<file path="src/hw/sfp_defines.svh">
// Timing counts and command codes for the flash power, pause and reset block.
// Assumes a 100 MHz system clock; included by bare name.
`ifndef SFP_DEFINES_SVH
`define SFP_DEFINES_SVH

// ----------------------------------------------------------------------------
// Command bytes
// ----------------------------------------------------------------------------
`define SFP_OP_LOWEST_POWER 8'h79
`define SFP_OP_SOFT_RESET   8'hf0
`define SFP_OP_CONFIRM      8'hd0
`define SFP_OP_WR_STATUS2   8'h31

// ----------------------------------------------------------------------------
// Timing, in ns, and derived cycle counts at 10 ns per cycle
// ----------------------------------------------------------------------------
`define SFP_CLK_PERIOD_NS     10
`define SFP_ENTRY_TIME_NS     3000
`define SFP_WAKE_LOW_MIN_NS   20
`define SFP_EXIT_TIME_NS      70000
`define SFP_RESET_TIME_NS     60000
`define SFP_ENTRY_CYC   ((`SFP_ENTRY_TIME_NS) / (`SFP_CLK_PERIOD_NS))
`define SFP_WAKE_LOW_CYC \
  ((`SFP_WAKE_LOW_MIN_NS + `SFP_CLK_PERIOD_NS - 1) / (`SFP_CLK_PERIOD_NS))
`define SFP_EXIT_CYC    ((`SFP_EXIT_TIME_NS) / (`SFP_CLK_PERIOD_NS))
`define SFP_RESET_CYC   ((`SFP_RESET_TIME_NS) / (`SFP_CLK_PERIOD_NS))

`endif

</file>
<file path="src/hw/sfp_pkg.sv">
// Types for the flash power, pause and reset block.
// Assumes nothing beyond the defines header.
package sfp_pkg;

  // --------------------------------------------------------------------------
  // Power state, one-hot
  // --------------------------------------------------------------------------
  typedef enum logic [3:0] {
    SFP_STANDBY  = 4'h1,
    SFP_ENTERING = 4'h2,
    SFP_LOWEST   = 4'h4,
    SFP_EXITING  = 4'h8
  } sfp_pwr_t;

endpackage

</file>
<file path="src/hw/sfp_core.sv">
// Lowest-power mode, hold pause and soft reset control of a serial flash.
// Assumes serial pins arrive asynchronous to clk_i; array engine is outside.
`include "sfp_defines.svh"

module sfp_core
  import sfp_pkg::*;
#(
  parameter int unsigned ENTRY_CYC = `SFP_ENTRY_CYC,
  parameter int unsigned EXIT_CYC  = `SFP_EXIT_CYC,
  parameter int unsigned RESET_CYC = `SFP_RESET_CYC
) (
  // Clock and reset
  input  wire logic clk_i,
  input  wire logic nrst_i,
  input  wire logic en_i,
  // Serial pins
  input  wire logic cs_n_i,
  input  wire logic sck_i,
  input  wire logic si_i,
  input  wire logic hold_n_i,
  input  wire logic wp_n_i,
  // Array engine
  input  wire logic busy_i,
  input  wire logic wel_set_i,
  output logic      cmd_ok_o,
  output logic      abort_o,
  output logic      paused_o,
  output logic      so_oe_allow_o,
  output logic      wp_active_o,
  // Status
  output logic      write_enable_latch_o,
  output logic      soft_reset_enable_bit_o,
  output logic      lowest_power_o,
  output logic      standby_o
);

  localparam int unsigned CW = 17;

  // --------------------------------------------------------------------------
  // Pin synchronisers: change counts when stages two and three agree
  // --------------------------------------------------------------------------
  logic [4:0] s1_reg, s2_reg, s3_reg, pin_reg;
  logic [4:0] s1_next, s2_next, s3_next, pin_next;
  logic       cs_n, sck, si, hold_n;
  logic       sck_prev_reg, sck_prev_next;

  always_comb begin
    s1_next  = {wp_n_i, hold_n_i, si_i, sck_i, cs_n_i};
    s2_next  = s1_reg;
    s3_next  = s2_reg;
    pin_next = pin_reg;
    for (int i = 0; i < 5; i++) begin
      if (s2_reg[i] == s3_reg[i]) begin
        pin_next[i] = s3_reg[i];
      end
    end
    sck_prev_next = pin_reg[1];
  end

  always_ff @(posedge clk_i or negedge nrst_i) begin
    if (!nrst_i) begin
      s1_reg       <= 5'h1d;
      s2_reg       <= 5'h1d;
      s3_reg       <= 5'h1d;
      pin_reg      <= 5'h1d;
      sck_prev_reg <= 1'b0;
    end else if (en_i) begin
      s1_reg       <= s1_next;
      s2_reg       <= s2_next;
      s3_reg       <= s3_next;
      pin_reg      <= pin_next;
      sck_prev_reg <= sck_prev_next;
    end
  end

  assign cs_n   = pin_reg[0];
  assign sck    = pin_reg[1];
  assign si     = pin_reg[2];
  assign hold_n = pin_reg[3];

  // --------------------------------------------------------------------------
  // Hold pause, follows hold only while clock low; deselect clears it at any clock level
  // --------------------------------------------------------------------------
  logic pause_reg, pause_next;
  logic cs_n_prev_reg, cs_n_prev_next;
  logic cs_rise, cs_fall, sck_rise;

  assign cs_rise  = cs_n && !cs_n_prev_reg;
  assign cs_fall  = !cs_n && cs_n_prev_reg;
  assign sck_rise = sck && !sck_prev_reg && !pause_reg;

  always_comb begin
    pause_next     = pause_reg;
    cs_n_prev_next = cs_n;
    if (cs_n) begin
      pause_next = 1'b0;
    end else if (!sck) begin
      pause_next = !hold_n;
    end
  end

  always_ff @(posedge clk_i or negedge nrst_i) begin
    if (!nrst_i) begin
      pause_reg     <= 1'b0;
      cs_n_prev_reg <= 1'b1;
    end else if (en_i) begin
      pause_reg     <= pause_next;
      cs_n_prev_reg <= cs_n_prev_next;
    end
  end

  // --------------------------------------------------------------------------
  // Byte shifter and command decode
  // --------------------------------------------------------------------------
  logic [7:0] sh_reg, sh_next;
  logic [2:0] bit_reg, bit_next;
  logic [1:0] nbytes_reg, nbytes_next;
  logic [7:0] op_reg, op_next;
  logic       conf_reg, conf_next;
  logic       drop_reg, drop_next;
  logic       any_bit_reg, any_bit_next;
  logic [7:0] sh_full;

  assign sh_full = {sh_reg[6:0], si};

  // --------------------------------------------------------------------------
  // Power state, timers and status bits
  // --------------------------------------------------------------------------
  sfp_pwr_t     pwr_reg, pwr_next;
  logic [CW-1:0] tmr_reg, tmr_next;
  logic [CW-1:0] rst_tmr_reg, rst_tmr_next;
  logic          wel_reg, wel_next;
  logic          soft_reset_enable_bit_reg, soft_reset_enable_bit_next;
  logic          abort_reg, abort_next;
  logic          asleep;

  assign asleep = (pwr_reg == SFP_LOWEST) || (pwr_reg == SFP_ENTERING);

  // Drop decision valid already in the select cycle
  logic          drop_now;

  assign drop_now = cs_fall ? (asleep || (pwr_reg == SFP_EXITING)) : drop_reg;

  always_comb begin
    sh_next      = sh_reg;
    bit_next     = bit_reg;
    nbytes_next  = nbytes_reg;
    op_next      = op_reg;
    conf_next    = conf_reg;
    drop_next    = drop_reg;
    any_bit_next = any_bit_reg;
    pwr_next     = pwr_reg;
    tmr_next     = tmr_reg;
    rst_tmr_next = rst_tmr_reg;
    wel_next     = wel_reg;
    soft_reset_enable_bit_next    = soft_reset_enable_bit_reg;
    abort_next   = 1'b0;

    if (cs_fall) begin
      bit_next     = 3'h0;
      nbytes_next  = 2'h0;
      op_next      = 8'h00;
      conf_next    = 1'b0;
      any_bit_next = 1'b0;
      drop_next    = asleep || (pwr_reg == SFP_EXITING);
    end

    if (!cs_n && sck_rise) begin
      sh_next      = sh_full;
      bit_next     = bit_reg + 3'h1;
      any_bit_next = 1'b1;
      if (bit_reg == 3'h7) begin
        if (nbytes_reg != 2'h3) begin
          nbytes_next = nbytes_reg + 2'h1;
        end
        if (nbytes_reg == 2'h0) begin
          op_next = sh_full;
        end
        if (nbytes_reg == 2'h1 && op_reg == `SFP_OP_SOFT_RESET) begin
          conf_next = (sh_full == `SFP_OP_CONFIRM);
        end
        if (nbytes_reg == 2'h1 && op_reg == `SFP_OP_WR_STATUS2 && !drop_reg) begin
          soft_reset_enable_bit_next = sh_full[4];
        end
      end
      if (pwr_reg == SFP_LOWEST && !any_bit_reg) begin
        pwr_next = SFP_EXITING;
        tmr_next = CW'(EXIT_CYC);
      end
    end

    if (wel_set_i && !drop_reg) begin
      wel_next = 1'b1;
    end

    if (cs_rise) begin
      if (pause_reg) begin
        abort_next = 1'b1;
        wel_next   = 1'b0;
      end else if (!drop_reg && bit_reg == 3'h0) begin
        if (op_reg == `SFP_OP_LOWEST_POWER && nbytes_reg != 2'h0 && !busy_i) begin
          pwr_next = SFP_ENTERING;
          tmr_next = CW'(ENTRY_CYC);
        end
        if (op_reg == `SFP_OP_SOFT_RESET && conf_reg && nbytes_reg >= 2'h2 && soft_reset_enable_bit_reg) begin
          rst_tmr_next = CW'(RESET_CYC);
        end
      end
      if (pwr_reg == SFP_LOWEST) begin
        pwr_next = SFP_EXITING;
        tmr_next = CW'(EXIT_CYC);
      end
    end

    if (rst_tmr_reg != '0) begin
      rst_tmr_next = rst_tmr_reg - CW'(1);
      if (rst_tmr_reg == CW'(1)) begin
        abort_next = 1'b1;
        wel_next   = 1'b0;
      end
    end

    case (pwr_reg)
      SFP_STANDBY: begin
      end
      SFP_ENTERING: begin
        if (tmr_reg > CW'(1)) begin
          tmr_next = tmr_reg - CW'(1);
        end else begin
          pwr_next = SFP_LOWEST;
        end
      end
      SFP_LOWEST: begin
      end
      SFP_EXITING: begin
        if (pwr_next == SFP_EXITING && tmr_reg > CW'(1)) begin
          tmr_next = tmr_reg - CW'(1);
        end else if (pwr_next == SFP_EXITING) begin
          pwr_next = SFP_STANDBY;
        end
      end
      default: begin
        pwr_next = SFP_STANDBY;
      end
    endcase
  end

  always_ff @(posedge clk_i or negedge nrst_i) begin
    if (!nrst_i) begin
      sh_reg      <= 8'h00;
      bit_reg     <= 3'h0;
      nbytes_reg  <= 2'h0;
      op_reg      <= 8'h00;
      conf_reg    <= 1'b0;
      drop_reg    <= 1'b0;
      any_bit_reg <= 1'b0;
      pwr_reg     <= SFP_STANDBY;
      tmr_reg     <= '0;
      rst_tmr_reg <= '0;
      wel_reg     <= 1'b0;
      soft_reset_enable_bit_reg    <= 1'b0;
      abort_reg   <= 1'b0;
    end else if (en_i) begin
      sh_reg      <= sh_next;
      bit_reg     <= bit_next;
      nbytes_reg  <= nbytes_next;
      op_reg      <= op_next;
      conf_reg    <= conf_next;
      drop_reg    <= drop_next;
      any_bit_reg <= any_bit_next;
      pwr_reg     <= pwr_next;
      tmr_reg     <= tmr_next;
      rst_tmr_reg <= rst_tmr_next;
      wel_reg     <= wel_next;
      soft_reset_enable_bit_reg    <= soft_reset_enable_bit_next;
      abort_reg   <= abort_next;
    end
  end

  // --------------------------------------------------------------------------
  // Outputs
  // --------------------------------------------------------------------------
  assign cmd_ok_o                = !cs_n && !drop_now && !pause_reg;
  assign abort_o                 = abort_reg;
  assign paused_o                = pause_reg;
  assign so_oe_allow_o           = !cs_n && !pause_reg && !drop_now;
  assign wp_active_o             = !pin_reg[4];
  assign write_enable_latch_o    = wel_reg;
  assign soft_reset_enable_bit_o = soft_reset_enable_bit_reg;
  assign lowest_power_o          = (pwr_reg == SFP_LOWEST);
  assign standby_o               = (pwr_reg == SFP_STANDBY);

endmodule // sfp_core

</file>
<file path="config.mk">
export PLATFORM = sky130hd
export DESIGN_NAME = sfp_core
export DESIGN_NICKNAME = d
export VERILOG_FILES = /design/src/hw/sfp_pkg.sv /design/src/hw/sfp_core.sv
export VERILOG_INCLUDE_DIRS = /design/src /design/src/hw
export SDC_FILE = /design/constraint.sdc
export NUM_CORES = 1
export LEC_CHECK = 0
export BUFFER_PORTS_ARGS = -buffer_cell sky130_fd_sc_hd__buf_2
export CORE_UTILIZATION = 25
export CTS_BUF_LIST = sky130_fd_sc_hd__clkbuf_8
export DETAILED_ROUTE_END_ITERATION = 6
export GPL_TIMING_DRIVEN = 0
export HOLD_SLACK_MARGIN = 0.1
export PLACE_DENSITY = 0.41
export REMOVE_ABC_BUFFERS = 1
export SETUP_SLACK_MARGIN = 0.3
export SLEW_MARGIN = 20
export SYNTH_ARGS = -nofsm -noshare
export SYNTH_HDL_FRONTEND = slang
export SYNTH_SLANG_ARGS = --single-unit
</file>
<file path="constraint.sdc">
create_clock -name clk_i -period 7.36 [get_ports clk_i]
set_input_delay 0.368 -clock clk_i [delete_from_list [all_inputs] [get_ports clk_i]]
set_output_delay 0.368 -clock clk_i [all_outputs]
set_load 0.01 [all_outputs]
</file>
=== Word level (Yosys, flattened, before mapping) ===
Index checks and enable logic that the tools add are counted.

* Bits in registers: 87

* Add/sub/neg operators: 4
* $lt $le $gt $ge: 2
* Equal/unequal tests: 20
* Multiplexer cells: 54
* Reductions and logical operators: 52

{| class="wikitable"
|+ Operators with widths
! cell !! number
|-
| two-way mux 17 bit || 14
|-
| two-way mux 4 bit || 10
|-
| case mux 17 bit (2 select lines) || 1
|-
| subtractor 17 x 1 -> 17 bit, second input constant || 2
|-
| two-way mux 8 bit || 4
|-
| logical AND 1 bit || 21
|-
| two-way mux 1 bit || 18
|-
| equality test 17 x 1 -> 1 bit, second input constant || 1
|-
| greater-than comparator 17 x 1 -> 1 bit, second input constant || 1
|-
| nonzero test 17 bit || 1
|-
| equality test 8 bit, second input constant || 2
|-
| AND reduction 2 bit || 8
|-
| case mux 4 bit (3 select lines) || 1
|-
| zero test 1 bit || 10
|-
| nonzero test 2 bit || 5
|-
| equality test 4 bit, second input constant || 2
|-
| equality test 8 x 6 -> 1 bit, second input constant || 1
|-
| equality test 8 x 7 -> 1 bit, second input constant || 1
|-
| two-way mux 2 bit || 4
|-
| two-way mux 3 bit || 2
|-
| equality test 1 bit || 5
|-
| AND reduction 5 bit || 1
|-
| equality test 4 x 1 -> 1 bit, second input constant || 1
|-
| equality test 4 x 2 -> 1 bit, second input constant || 1
|-
| other kinds (13) || 15
|}

=== Logic depth before layout (Yosys ltp) ===
Gate-level depths: netlist of the first run.

* Depth in word-level cells: 14
* Mapped depth: 9
* Gate-level depth less buffers: 8

=== Least setup slack after synthesis of the first run ===
OpenSTA, ideal clock, no wires.

* Kind: register to register
* From: reg nbytes_reg[0]
* To: reg tmr_reg[2]
* Data arrival time: 2.191 ns
* Path slack: 5.042 ns
* Stages on the path, launching flop included: 9
* Buffers on the path: 1
* Period minus slack after synthesis: 2.318 ns
* Path through: dfrtp_1 > inv_1 > ha_1 > or4bb_1 > nor4_1 > o21ba_2 > nor2_1 > buf_2 > a221o_2

* Longest elaborated chain between the ends: 12

{| class="wikitable"
|+ Ends and longest elaborated chain
! what !! RTL line !! text
|-
| start, declared || sfp_core.sv:117 || <nowiki>logic [1:0] nbytes_reg, nbytes_next;</nowiki>
|-
| start signal, assigned || sfp_core.sv:266 || <nowiki>nbytes_reg <= nbytes_next;</nowiki>
|-
| nonzero test 2 bit (*) || sfp_core.sv:201 || <nowiki>if (op_reg == `SFP_OP_LOWEST_POWER && nbytes_reg != 2'h0 && !busy_i) begin</nowiki>
|-
| logical AND 1 bit (*) (2 in a row) || sfp_core.sv:201 ||
|-
| two-way mux 4 bit || sfp_core.sv:201 ||
|-
| two-way mux 4 bit || sfp_core.sv:200 || <nowiki>end else if (!drop_reg && bit_reg == 3'h0) begin</nowiki>
|-
| two-way mux 4 bit || sfp_core.sv:197 || <nowiki>if (pause_reg) begin</nowiki>
|-
| two-way mux 4 bit || sfp_core.sv:209 || <nowiki>if (pwr_reg == SFP_LOWEST) begin</nowiki>
|-
| two-way mux 4 bit || sfp_core.sv:196 || <nowiki>if (cs_rise) begin</nowiki>
|-
| equality test 4 bit || sfp_core.sv:236 || <nowiki>if (pwr_next == SFP_EXITING && tmr_reg > CW'(1)) begin</nowiki>
|-
| logical AND 1 bit || sfp_core.sv:236 ||
|-
| two-way mux 17 bit || sfp_core.sv:236 ||
|-
| case mux 17 bit (2 select lines) (*) || sfp_core.sv:223 || <nowiki>case (pwr_reg)</nowiki>
|-
| end signal, assigned || sfp_core.sv:272 || <nowiki>tmr_reg <= tmr_next;</nowiki>
|-
| end, declared || sfp_core.sv:130 || <nowiki>logic [CW-1:0] tmr_reg, tmr_next;</nowiki>
|}

Mark *: on every way between the ends. The rest lies on a longest branch, timed or not.
A chain may end at the register's enable or synchronous reset.

=== Worst setup path in the final report of the first run ===
* From: reg tmr_reg[1]
* To: reg tmr_reg[3]

* Longest elaborated chain between the ends: 4

{| class="wikitable"
|+ Ends and longest elaborated chain
! what !! RTL line
|-
| greater-than comparator 17 x 1 -> 1 bit || sfp_core.sv:227, sfp_core.sv:236
|-
| logical AND 1 bit || sfp_core.sv:236
|-
| two-way mux 17 bit || sfp_core.sv:236
|-
| case mux 17 bit (2 select lines) (*) || sfp_core.sv:223
|}

Marks and branches as above.

==> results by group, run 1 <==
Outcome
  • Outcome: finished clean

Pwr
  • Clk pwr share: 0.238
  • PwrDens: around 280 nW/um^2
  • Comb pwr share: 0.245
  • VDD IR max: between 0.1 and 0.15 mV
  • Int Pwr: 0.917 mW
  • Sw Share: 0.360
  • Flop pwr share: 0.517
  • Net load switching power: approximately 0.52 mW
  • Leakage Power: 2.16 nW
  • Power Total: approximately 1.4 mW

Flow run
  • Max cap viols: 0

Die
  • Core box area: approximately 18,000 sq um
  • Row cnt: 49
  • Die Ht: about 140 um
  • Die area: a little under 20,000 sq um
  • Starting density of the core: 0.257
  • Die width: 139 um
  • I/O pins: 19

GRT
  • Number of global-route vias before repair: approximately 3,500
  • Grt ovf: 0
  • Tot GR Track Use: 0.119
  • Global-route wire length before repair: 18.1 mm
  • Initial antenna violation count: 0
  • Largest net degree at the start of global routing: 65

Logic synthesis
  • Ys async rst share: 1.00
  • Synth top area share: 0.370
  • Syn. warnings: 0
  • Flops & latches, synth: 87
  • Synth top cells by count: nand2_1 (89), dfrtp_1 (69), o21ai_0 (41)
  • Cell Area, Synth: between 4000 and 5000 sq um
  • Syn_area_per_cell: 9.64 sq um
  • Dominant cell type by area after synthesis: dfrtp_1
  • Number of synthesized flops with an enable pin: 0
  • Most common cell in the synthesized netlist: nand2_1
  • Sequential share of the synthesized area: 0.472
  • Synth unique cells: 68
  • Synth top area cells: dfrtp_1 (37%), dfstp_2 (10%), nand2_1 (7.2%)
  • Post-synth top flop: dfrtp_1
  • Post-Syn Instances: between 400 and 500

Setup path
  • CP startpoint kind: flip-flop
  • Reg2reg path depth: 7
  • Flop2flop setup slack: roughly 4.6 ns
  • Crit path kind: flip-flop to flip-flop
  • R2r startpoint: tmr_reg[1]
  • CP endpoint kind: flip-flop
  • Worst-path fanout max: 13
  • Worst R2R End: tmr_reg[3]
  • Crit path required time: about 7.6 ns
  • Worst EP arrival: 3.07 ns

Clocking
  • Buffer count from post-CTS setup fixing: 0
  • CTS max path bufs: 2
  • Clock net sink count: a little under 90
  • CTS tree: built
  • Root buffer cell: clkbuf_8
  • H-tree levels: 3
  • Worst-skew pair later-pin latency: about 0.38 ns
  • Inserted Clock Buffers: 9
  • CTS clk-pin slew, worst paths: 0.09 ns

Timing
  • Setup Skew: approximately 0.0097 ns
  • Setup ws final: between 4 and 5 ns
  • Max Freq: 357 MHz
  • Final Setup Violations: 0
  • Final Hold Viols: 0
  • Final min period: 2.80 ns
  • Worst Max-Slew Pin Slew: ~0.96 ns
  • Fin crit share: 0.380
  • Unrepaired setup endpoints after global routing: no
  • Worst hold margin: ~0.22 ns
  • Setup TNS: 0 ns
  • Pins Over Slew Limit: 0
  • Relative slew slack: 0.361

Finish
  • Share of post-route cells with drive strength above 1: 0.182
  • Filler cells: 1,989
  • Sequential cell area: around 2200 sq um
  • Multi-input logic area: roughly 2300 sq um
  • Layout area overhead: 11.2%
  • Nets: ~520
  • Antenna diode count: 0
  • Finished Cell Area: 5190 sq um

Drt
  • DR WL/cell: 14.9 um
  • Detailed Routing Iterations Pass 1: 5
  • Routed Wire Length: 10.9 mm
  • DRT iter0 DRCs: 118
  • Via count: 3,509
  • Post-detailed-route count of antenna-violating nets: 0
  • Drt drc: 0
  • Vias per cell: between 4 and 5

Place
  • Gpl congestion: between 0.7 and 0.8
  • DP Worst Slack: about 3.8 ns
  • Dpl hpwl: 7.25 mm
  • Port Buffers: 18
  • Placed cell areas: approximately 5000 sq um

Worst hold path
  • Hold_sp: cs_n_i
  • Hold path depth: 2
  • Hold Path Class: input pin to flip-flop
  • Hold Path Sink: s1_reg[0]
==> stage by stage <==
step,utilization,instances
2_1_floorplan,-,463
3_3_place_gp,0.273,710
3_5_place_dp,0.275,711
4_1_cts,0.286,728
5_1_grt,0.286,728
6_report,0.286,728
==> power by group through the flow <==
stage          sequential, mW  combinational [mW]  clock (mW)
2_1_floorplan           0.710               0.263           0
3_3_place_gp            0.744               0.346           0
3_5_place_dp            0.749               0.353           0
4_1_cts                 0.741               0.356       0.359
5_1_grt                 0.761               0.400       0.378
6_report                0.740               0.351       0.341
==> worst max path at each step <==
stage                from               to  slack, ns
2_1_floorplan  bit_reg[0]  rst_tmr_reg[15]       5.07
3_3_place_gp         en_i       tmr_reg[2]       3.87
3_5_place_dp         en_i       tmr_reg[2]       3.84
4_1_cts              en_i       tmr_reg[2]       4.28
5_1_grt        tmr_reg[1]       tmr_reg[0]       4.36
6_report       tmr_reg[1]       tmr_reg[3]       4.56
==> layer usage <==
metal  vias to the layer above  global-route usage  share of wire
li1                       1724                   -              -
met1                      1742               0.149           0.48
met2                        37               0.197           0.47
met3                         6              0.0352          0.033
met4                         0              0.0396         0.0086
met5                         -                   0              0
==> worst max-delay path: stages, from the launching register on <==
cell and delay [ns]:
dfrtp_1 0.48, inv_1 0.10, ha_1 0.19, o211ai_1 0.31
o21ai_1 0.20, nor2_1 0.77, nand2_1 0.38, o22a_1 0.26
==> cells in the final DEF (no fill, tap or decap), types with 4 or more instances in the layout <==
| cell | netlist | final |
|---|---|---|
| or3_1 | 5 | 5 |
| xor2_1 | 4 | 4 |
| nand3_1 | 12 | 12 |
| a22o_1 | 4 | 4 |
| mux2i_1 | 5 | 5 |
| xnor2_1 | 7 | 7 |
| nor4_1 | 7 | 7 |
| o21ai_1 | 4 | 4 |
| nor3_1 | 12 | 12 |
| inv_4 | 0 | 4 |
| nand3b_1 | 4 | 4 |
| a21oi_1 | 18 | 18 |
| inv_1 | 29 | 31 |
| clkbuf_8 | 0 | 9 |
| mux2_2 | 15 | 15 |
| o21ai_0 | 41 | 41 |
| ha_1 | 11 | 11 |
| and3_1 | 5 | 5 |
| a211oi_1 | 4 | 4 |
| nor2b_1 | 5 | 5 |
| dfstp_2 | 18 | 18 |
| nor4_2 | 4 | 4 |
| and2_1 | 5 | 5 |
| nand2_1 | 89 | 89 |
| nand2b_1 | 5 | 5 |
| dfrtp_1 | 69 | 69 |
| buf_2 | 5 | 16 |
| nor2_1 | 21 | 21 |
==> repair_timing <==
item                                   4_1_cts  5_1_grt
hold buffers                                 1        0
gates resized for setup                      0        0
endpoints found under the hold margin       23        0
==> kinds of logic (layout without fill, tap and decap cells) <==
logic type,after synthesis,count (layout),share of synthesized area
AO/OA/AOI/OAI,103,103,0.149
XOR/XNOR,11,11,0.0207
adder cells (fa/ha/maj),11,11,0.0295
buffers and inverters,50,65,0.0416
flip-flops,87,87,0.472
multiplexers,20,20,0.0469
AND/OR/NAND/NOR,202,202,0.240
==> final cells by class <==
class / instances / share of cell area
multi-input combinational: 347 / 0.438
sequential: 87 / 0.424
inverter: 29 / 0.0210
timing repair buffer: 20 / 0.0263
tap: 229 / 0.0552
clock buffer: 9 / 0.0239
clock inverter: 7 / 0.0121
Note: power is estimated with default switching activity, not from simulation.
==> run 2, diff against run 1 <==
--- a/config.mk
+++ b/config.mk
@@ -12,7 +12,7 @@
 export DETAILED_ROUTE_END_ITERATION = 6
 export GPL_TIMING_DRIVEN = 0
 export HOLD_SLACK_MARGIN = 0.1
-export PLACE_DENSITY = 0.41
+export PLACE_DENSITY = 0.42
 export REMOVE_ABC_BUFFERS = 1
 export SETUP_SLACK_MARGIN = 0.3
 export SLEW_MARGIN = 20
==> constraint.sdc (replaced) <==
create_clock -name clk_i -period 2.5 [get_ports clk_i]
set_input_delay 0.125 -clock clk_i [delete_from_list [all_inputs] [get_ports clk_i]]
set_output_delay 0.125 -clock clk_i [all_outputs]
set_load 0.01 [all_outputs]
==> run 2 against run 1 <==
  * Die area unchanged
  * Combinational power rose to 3.5 times the previous value
  * Critical path type unchanged
  * Largest power group unchanged
  * Critical endpoint is now rst_tmr_reg[14]
  * Clock skew up 0.0023 ns
==> results by group, run 2 (synthesized netlist as in run 1, its figures left out) <==
GRT
  • Number of global-route vias before repair: 3,683 (was 3,522)
  • Global-route wire length before repair: 18.6 mm (was 18.1 mm)
  • Tot GR Track Use: 0.122 (was 0.119)
  • Grt ovf: 0 (unchanged)
  • Initial antenna violation count: 0 (unchanged)
  • Largest net degree at the start of global routing: 72 (was 65)

Clocking
  • CTS max path bufs: 2 (unchanged)
  • CTS clk-pin slew, worst paths: 0.10 ns (was 0.09 ns)
  • Worst-skew pair later-pin latency: 0.37 ns (was 0.38 ns)
  • H-tree levels: 3 (unchanged)
  • Clock net sink count: 87 (unchanged)
  • Inserted Clock Buffers: 9 (unchanged)
  • CTS tree: built (unchanged)
  • Root buffer cell: clkbuf_8 (unchanged)

Drt
  • Routed Wire Length: 11.1 mm (was 10.9 mm)
  • Post-detailed-route count of antenna-violating nets: 0 (unchanged)
  • Via count: 3,706 (was 3,509)
  • Detailed Routing Iterations Pass 1: 4 (was 5)
  • Vias per cell: 4.81 (was 4.82)
  • DR WL/cell: 14.4 um (was 14.9 um)
  • Drt drc: 0 (unchanged)
  • DRT iter0 DRCs: 191 (was 118)

Die
  • I/O pins: 19 (unchanged)
  • Die Ht: 139 um (unchanged)
  • Core box area: 18,100 sq um (unchanged)
  • Die width: 139 um (unchanged)
  • Die area: 19,200 sq um (unchanged)
  • Row cnt: 49 (unchanged)
  • Starting density of the core: 0.257 (unchanged)

Timing
  • Final min period: 2.35 ns (was 2.80 ns)
  • Worst hold margin: 0.147 ns (was 0.217 ns)
  • Relative slew slack: 0.531 (was 0.361)
  • Pins Over Slew Limit: 0 (unchanged)
  • Worst Max-Slew Pin Slew: 0.698 ns (was 0.955 ns)
  • Final Setup Violations: 0 (unchanged)
  • Fin crit share: 0.940 (was 0.380)
  • Max Freq: 426 MHz (was 357 MHz)
  • Unrepaired setup endpoints after global routing: yes (was no)
  • Setup Skew: 0.0120 ns (was 0.00975 ns)
  • Final Hold Viols: 0 (unchanged)

Setup path
  • Crit path kind: flip-flop to flip-flop (unchanged)
  • Worst EP arrival: 2.61 ns (was 3.07 ns)
  • CP Buf/Inv Count: 1 (unchanged)
  • CP endpoint kind: flip-flop (unchanged)
  • Crit path required time: 2.77 ns (was 7.63 ns)
  • Worst-path fanout max: 7 (was 13)
  • Worst path slowest cell: or4b_4 (was nor2_1)
  • Crit path max-delay family: simple AND/OR/NAND/NOR gates (unchanged)
  • Max incr delay on CP: 0.58 ns (was 0.77 ns)
  • Crit path cell chain: or4b_4 -> nor3b_4 -> nand3_4 -> buf_6 -> a211oi_4 -> nand2b_1 -> mux2_2 (was inv_1 -> ha_1 -> o211ai_1 -> o21ai_1 -> nor2_1 -> nand2_1 -> o22a_1)
  • CP startpoint kind: flip-flop (unchanged)

Finish
  • Nets: 557 (was 515)
  • Commonest non-fill, non-tap cell in the layout: nand2_1 (unchanged)
  • Most frequent cells in the layout: nand2_1 (88), dfrtp_1 (64), o21ai_0 (39), inv_1 (30), buf_4 (27) (was nand2_1 (89), dfrtp_1 (69), o21ai_0 (41), inv_1 (31), nor2_1 (21))
  • Final Util: 0.317 (was 0.286)
  • Layout area overhead: 23.5% (was 11.2%)
  • Share of post-route cells with drive strength above 1: 0.292 (was 0.182)
  • Antenna diode count: 0 (unchanged)

Pwr
  • PwrDens: 759 nW/um^2 (was 276 nW/um^2)
  • VDD IR max: 0.362 mV (was 0.125 mV)
  • Leakage Power: 2.40 nW (was 2.16 nW)

Place
  • Dpl hpwl: 7.19 mm (was 7.25 mm)
  • Gpl congestion: 0.756 (was 0.766)
  • Port Buffers: 18 (unchanged)

Flow run
  • Max cap viols: 0 (unchanged)

Outcome
  • Outcome: finished clean (unchanged)

Worst hold path
  • Hold Path Class: input pin to async pin (was input pin to flip-flop)
run 2: final cells by class:
| type | instances | area, sq um |
|---|---|---|
| multi-input combinational | 347 | 2470 |
| inverter | 29 | 109 |
| fill | 1910 | 12400 |
| clock inverter | 7 | 55.1 |
| clock buffer | 9 | 124 |
| sequential | 87 | 2210 |
| timing repair buffer | 62 | 513 |
| tap | 229 | 287 |
run 2: metal layers:
layer  wire length (um)  GRT usage  up-vias
li1                   -          -     1807
met1               5380      0.161     1826
met2               5150      0.193       59
met3                442     0.0335       14
met4                157     0.0384        0
met5                  0          0        -
run 2: stage by stage:
| stage | total power, mW | worst slack [ns] | TNS (ns) | area [sq um] | cells |
|---|---|---|---|---|---|
| after floorplan | 2.86 | 0.214 | 0 | 4580 | 463 |
| after CTS | 4.35 | 0.112 | 0 | 5550 | 756 |
| after global routing | 4.69 | 0.0448 | 0 | 5760 | 770 |
| final | 4.37 | 0.151 | 0 | 5760 | 770 |
| after detailed placement | 3.24 | -0.812 | -8.22 | 4990 | 711 |
| after global placement | 3.21 | -0.832 | -9.08 | 4960 | 710 |
run 2: timing repair:
item	4_1_cts	5_1_grt
hold buffers	7	0
resized for setup	28	27
buffers inserted	22	14
endpoints found under the hold margin	76	0
endpoints found under the setup margin	44	46
pin swaps	18	20
run 2: path summary, 6_finish.rpt:
path / from / slack [ns] / cells after the start / endpoint
worst min register to register: s3_reg[2] / 0.49 / 2 / s3_reg[2]
worst max-delay path: paused_o / 0.15 / 7 / rst_tmr_reg[14]
worst max register to register: paused_o / 0.15 / 7 / rst_tmr_reg[14]
min in group clk_i: en_i / 0.26 / 3 / s3_reg[2]
worst min-delay path: nrst_i / 0.15 / 2 / tmr_reg[8]
max in group asynchronous: nrst_i / 1.72 / 3 / pin_reg[2]
run 2: worst reg2reg max path, stage by stage (launching register included):
cell,delay (ns)
dfrtp_2,0.48
or4b_4,0.58
nor3b_4,0.25
nand3_4,0.18
buf_6,0.18
a211oi_4,0.22
nand2b_1,0.09
mux2_2,0.27
run 2: where the power goes:
group	switching, mW	total [mW]	leakage [nW]	internal (mW)
Clock	0.571	0.942	0.0856	0.372
Sequential	0.435	2.21	1.06	1.77
Combinational	0.631	1.23	1.25	0.596
==> run 3, diff against run 2 <==
--- a/config.mk
+++ b/config.mk
@@ -12,7 +12,7 @@
 export DETAILED_ROUTE_END_ITERATION = 6
 export GPL_TIMING_DRIVEN = 0
 export HOLD_SLACK_MARGIN = 0.1
-export PLACE_DENSITY = 0.42
+export PLACE_DENSITY = 0.41
 export REMOVE_ABC_BUFFERS = 1
 export SETUP_SLACK_MARGIN = 0.3
 export SLEW_MARGIN = 20
==> constraint.sdc (replaced) <==
create_clock -name clk_i -period 2.7 [get_ports clk_i]
set_input_delay 0.135 -clock clk_i [delete_from_list [all_inputs] [get_ports clk_i]]
set_output_delay 0.135 -clock clk_i [all_outputs]
set_load 0.01 [all_outputs]
==> run 3 against run 2 <==
  * Critical path depth increased by 3
  * Global-route usage decreased by 0.055 points
  * Die area unchanged
  * Final cell count decreased by 1.2%
  * Non-clock buffer count decreased by 9
  * Routed wire length increased by 1.1%
  * Via count decreased by 1.4%
  * Largest cell class unchanged
  * Clock skew decreased by 0.0035 ns
  * Register-to-register slack improved by 0.16 ns
  * Sequential power decreased by 8%
  * Setup slack improved by 0.16 ns
  * Critical path type unchanged
  * Highest routed layer unchanged
  * Core utilization decreased by 0.67 points
==> results by group, run 3 (synthesized netlist as in run 1, its figures left out) <==
Outcome
  • Outcome: finished clean (unchanged)

Drt
  • DR WL/cell: 14.8 um (was 14.4 um)
  • Routed Wire Length: 11.3 mm (was 11.1 mm)
  • DRT iter0 DRCs: 137 (was 191)
  • Detailed Routing Iterations Pass 1: 6 (was 4)
  • Vias per cell: 4.80 (was 4.81)
  • Post-detailed-route count of antenna-violating nets: 0 (unchanged)
  • Drt drc: 0 (unchanged)
  • Via count: 3,655 (was 3,706)

Timing
  • Worst hold margin: 0.183 ns (was 0.147 ns)
  • Worst Max-Slew Pin Slew: 0.674 ns (was 0.698 ns)
  • Final Hold Viols: 0 (unchanged)
  • Setup ws final: 0.313 ns (was 0.151 ns)
  • Max Freq: 419 MHz (was 426 MHz)
  • Setup TNS: 0 ns (unchanged)
  • Relative slew slack: 0.550 (was 0.531)
  • Final min period: 2.39 ns (was 2.35 ns)
  • Final Setup Violations: 0 (unchanged)
  • Pins Over Slew Limit: 0 (unchanged)
  • Fin crit share: 0.884 (was 0.940)
  • Unrepaired setup endpoints after global routing: yes (unchanged)
  • Setup Skew: 0.00851 ns (was 0.0120 ns)

Clocking
  • CTS max path bufs: 2 (unchanged)
  • Inserted Clock Buffers: 9 (unchanged)
  • CTS tree: built (unchanged)
  • H-tree levels: 3 (unchanged)
  • Root buffer cell: clkbuf_8 (unchanged)
  • Clock net sink count: 87 (unchanged)
  • Worst-skew pair later-pin latency: 0.38 ns (was 0.37 ns)
  • CTS clk-pin slew, worst paths: 0.09 ns (was 0.10 ns)

Setup path
  • CP endpoint kind: flip-flop (unchanged)
  • Worst-path fanout max: 5 (was 7)
  • WP depth: 10 (was 7)
  • Worst path slowest cell: or4b_4 (unchanged)
  • R2r startpoint: bit_reg[0] (was paused_o)
  • Crit path required time: 3.00 ns (was 2.77 ns)
  • Max incr delay on CP: 0.48 ns (was 0.58 ns)
  • Crit path kind: flip-flop to flip-flop (unchanged)
  • Worst setup path endpoint: rst_tmr_reg[4] (was rst_tmr_reg[14])
  • Reg2reg path depth: 10 (was 7)
  • Crit path max-delay family: simple AND/OR/NAND/NOR gates (unchanged)
  • CP Buf/Inv Count: 3 (was 1)
  • Worst EP arrival: 2.69 ns (was 2.61 ns)
  • Flop2flop setup slack: 0.31 ns (was 0.15 ns)
  • Most used cell, CP: buf_4
  • Worst R2R End: rst_tmr_reg[4] (was rst_tmr_reg[14])
  • CP startpoint kind: flip-flop (unchanged)
  • Crit. Startpoint: bit_reg[0] (was paused_o)
  • Crit path cell chain: inv_1 -> ha_1 -> or4b_4 -> nor3b_4 -> buf_4 -> nand3_4 -> and2_4 -> buf_4 -> nor4_1 -> xor2_1 (was or4b_4 -> nor3b_4 -> nand3_4 -> buf_6 -> a211oi_4 -> nand2b_1 -> mux2_2)

Place
  • Cells after DPL: 711 (unchanged)
  • Gpl congestion: 0.766 (was 0.756)
  • Dpl hpwl: 7.25 mm (was 7.19 mm)
  • Placed cell areas: 4990 sq um (unchanged)
  • DP Worst Slack: -0.587 ns (was -0.812 ns)
  • Port Buffers: 18 (unchanged)

Finish
  • Layout area overhead: 20.9% (was 23.5%)
  • Nets: 548 (was 557)
  • Most frequent cells in the layout: nand2_1 (88), dfrtp_1 (67), o21ai_0 (41), inv_1 (31), buf_4 (23) (was nand2_1 (88), dfrtp_1 (64), o21ai_0 (39), inv_1 (30), buf_4 (27))
  • Final Util: 0.311 (was 0.317)
  • Finished Cell Area: 5640 sq um (was 5760 sq um)
  • Share of post-route cells with drive strength above 1: 0.258 (was 0.292)
  • Non-Filler Instances: 761 (was 770)
  • Commonest non-fill, non-tap cell in the layout: nand2_1 (unchanged)
  • Antenna diode count: 0 (unchanged)

Pwr
  • Leakage Power: 2.37 nW (was 2.40 nW)
  • VDD IR max: 0.344 mV (was 0.362 mV)
  • PwrDens: 721 nW/um^2 (was 759 nW/um^2)
  • Power Total: 4.07 mW (was 4.37 mW)

Die
  • Die Ht: 139 um (unchanged)
  • Starting density of the core: 0.257 (unchanged)
  • Die width: 139 um (unchanged)
  • Row cnt: 49 (unchanged)
  • I/O pins: 19 (unchanged)
  • Die area: 19,200 sq um (unchanged)
  • Core box area: 18,100 sq um (unchanged)

GRT
  • Global-route wire length before repair: 18.5 mm (was 18.6 mm)
  • Grt ovf: 0 (unchanged)
  • Number of global-route vias before repair: 3,646 (was 3,683)
  • Largest net degree at the start of global routing: 65 (was 72)
  • Initial antenna violation count: 0 (unchanged)
  • Tot GR Track Use: 0.121 (was 0.122)

Flow run
  • Max cap viols: 0 (unchanged)

Worst hold path
  • Hold Path Class: input pin to async pin (unchanged)
==> run 3: cell count changes in the layout (fill, tap and decap cells not counted), moves of 3 or more <==
cell,previous run,this run
buf_6,10,5
clkinvlp_4,3,0
buf_4,27,23
inv_4,0,4
dfrtp_2,5,2
dfrtp_1,64,67
==> run 3: what timing repair did <==
item,CTS,global route
pin swaps,6,12
endpoints found under the hold margin,83,0
gates resized for setup,16,20
buffers inserted,10,17
hold buffers,7,0
endpoints found under the setup margin,33,25
==> run 3: worst min path at each step <==
stage                     startpoint               to  slack [ns]  cells past startpoint
after floorplan               nrst_i          abort_o       -0.16                      0
after global placement        wp_n_i        s1_reg[4]        0.37                      2
after detailed placement      nrst_i  rst_tmr_reg[12]        0.01                      1
after CTS                     nrst_i   rst_tmr_reg[0]        0.18                      2
after global routing          nrst_i   rst_tmr_reg[1]        0.19                      2
final                         nrst_i  rst_tmr_reg[12]        0.18                      2
==> run 3: layout make-up <==
cell class	count	area, sq um
multi-input combinational	347	2430
fill	1949	12500
clock buffer	9	124
clock inverter	7	62.6
inverter	29	109
timing repair buffer	53	427
tap	229	287
sequential	87	2200
==> run 3: metal layers <==
layer,vias to the layer above,wire length (um),track usage
li1,1786,-,-
met3,12,344,0.0373
met1,1815,5380,0.149
met4,0,138,0.0384
met5,-,0,0
met2,42,5390,0.203
==> run 3: where the power goes <==
part / switching [mW] / internal, mW / leakage [nW]
registers: 0.403 / 1.64 / 1.06
clock network: 0.503 / 0.424 / 0.107
logic: 0.570 / 0.529 / 1.19
==> run 3: worst reg2reg max path, cell delays in order, from the launching register on <==
cell and delay, ns:
dfrtp_1 0.39, inv_1 0.06, ha_1 0.13, or4b_4 0.48
nor3b_4 0.20, buf_4 0.15, nand3_4 0.14, and2_4 0.21
buf_4 0.13, nor4_1 0.26, xor2_1 0.18
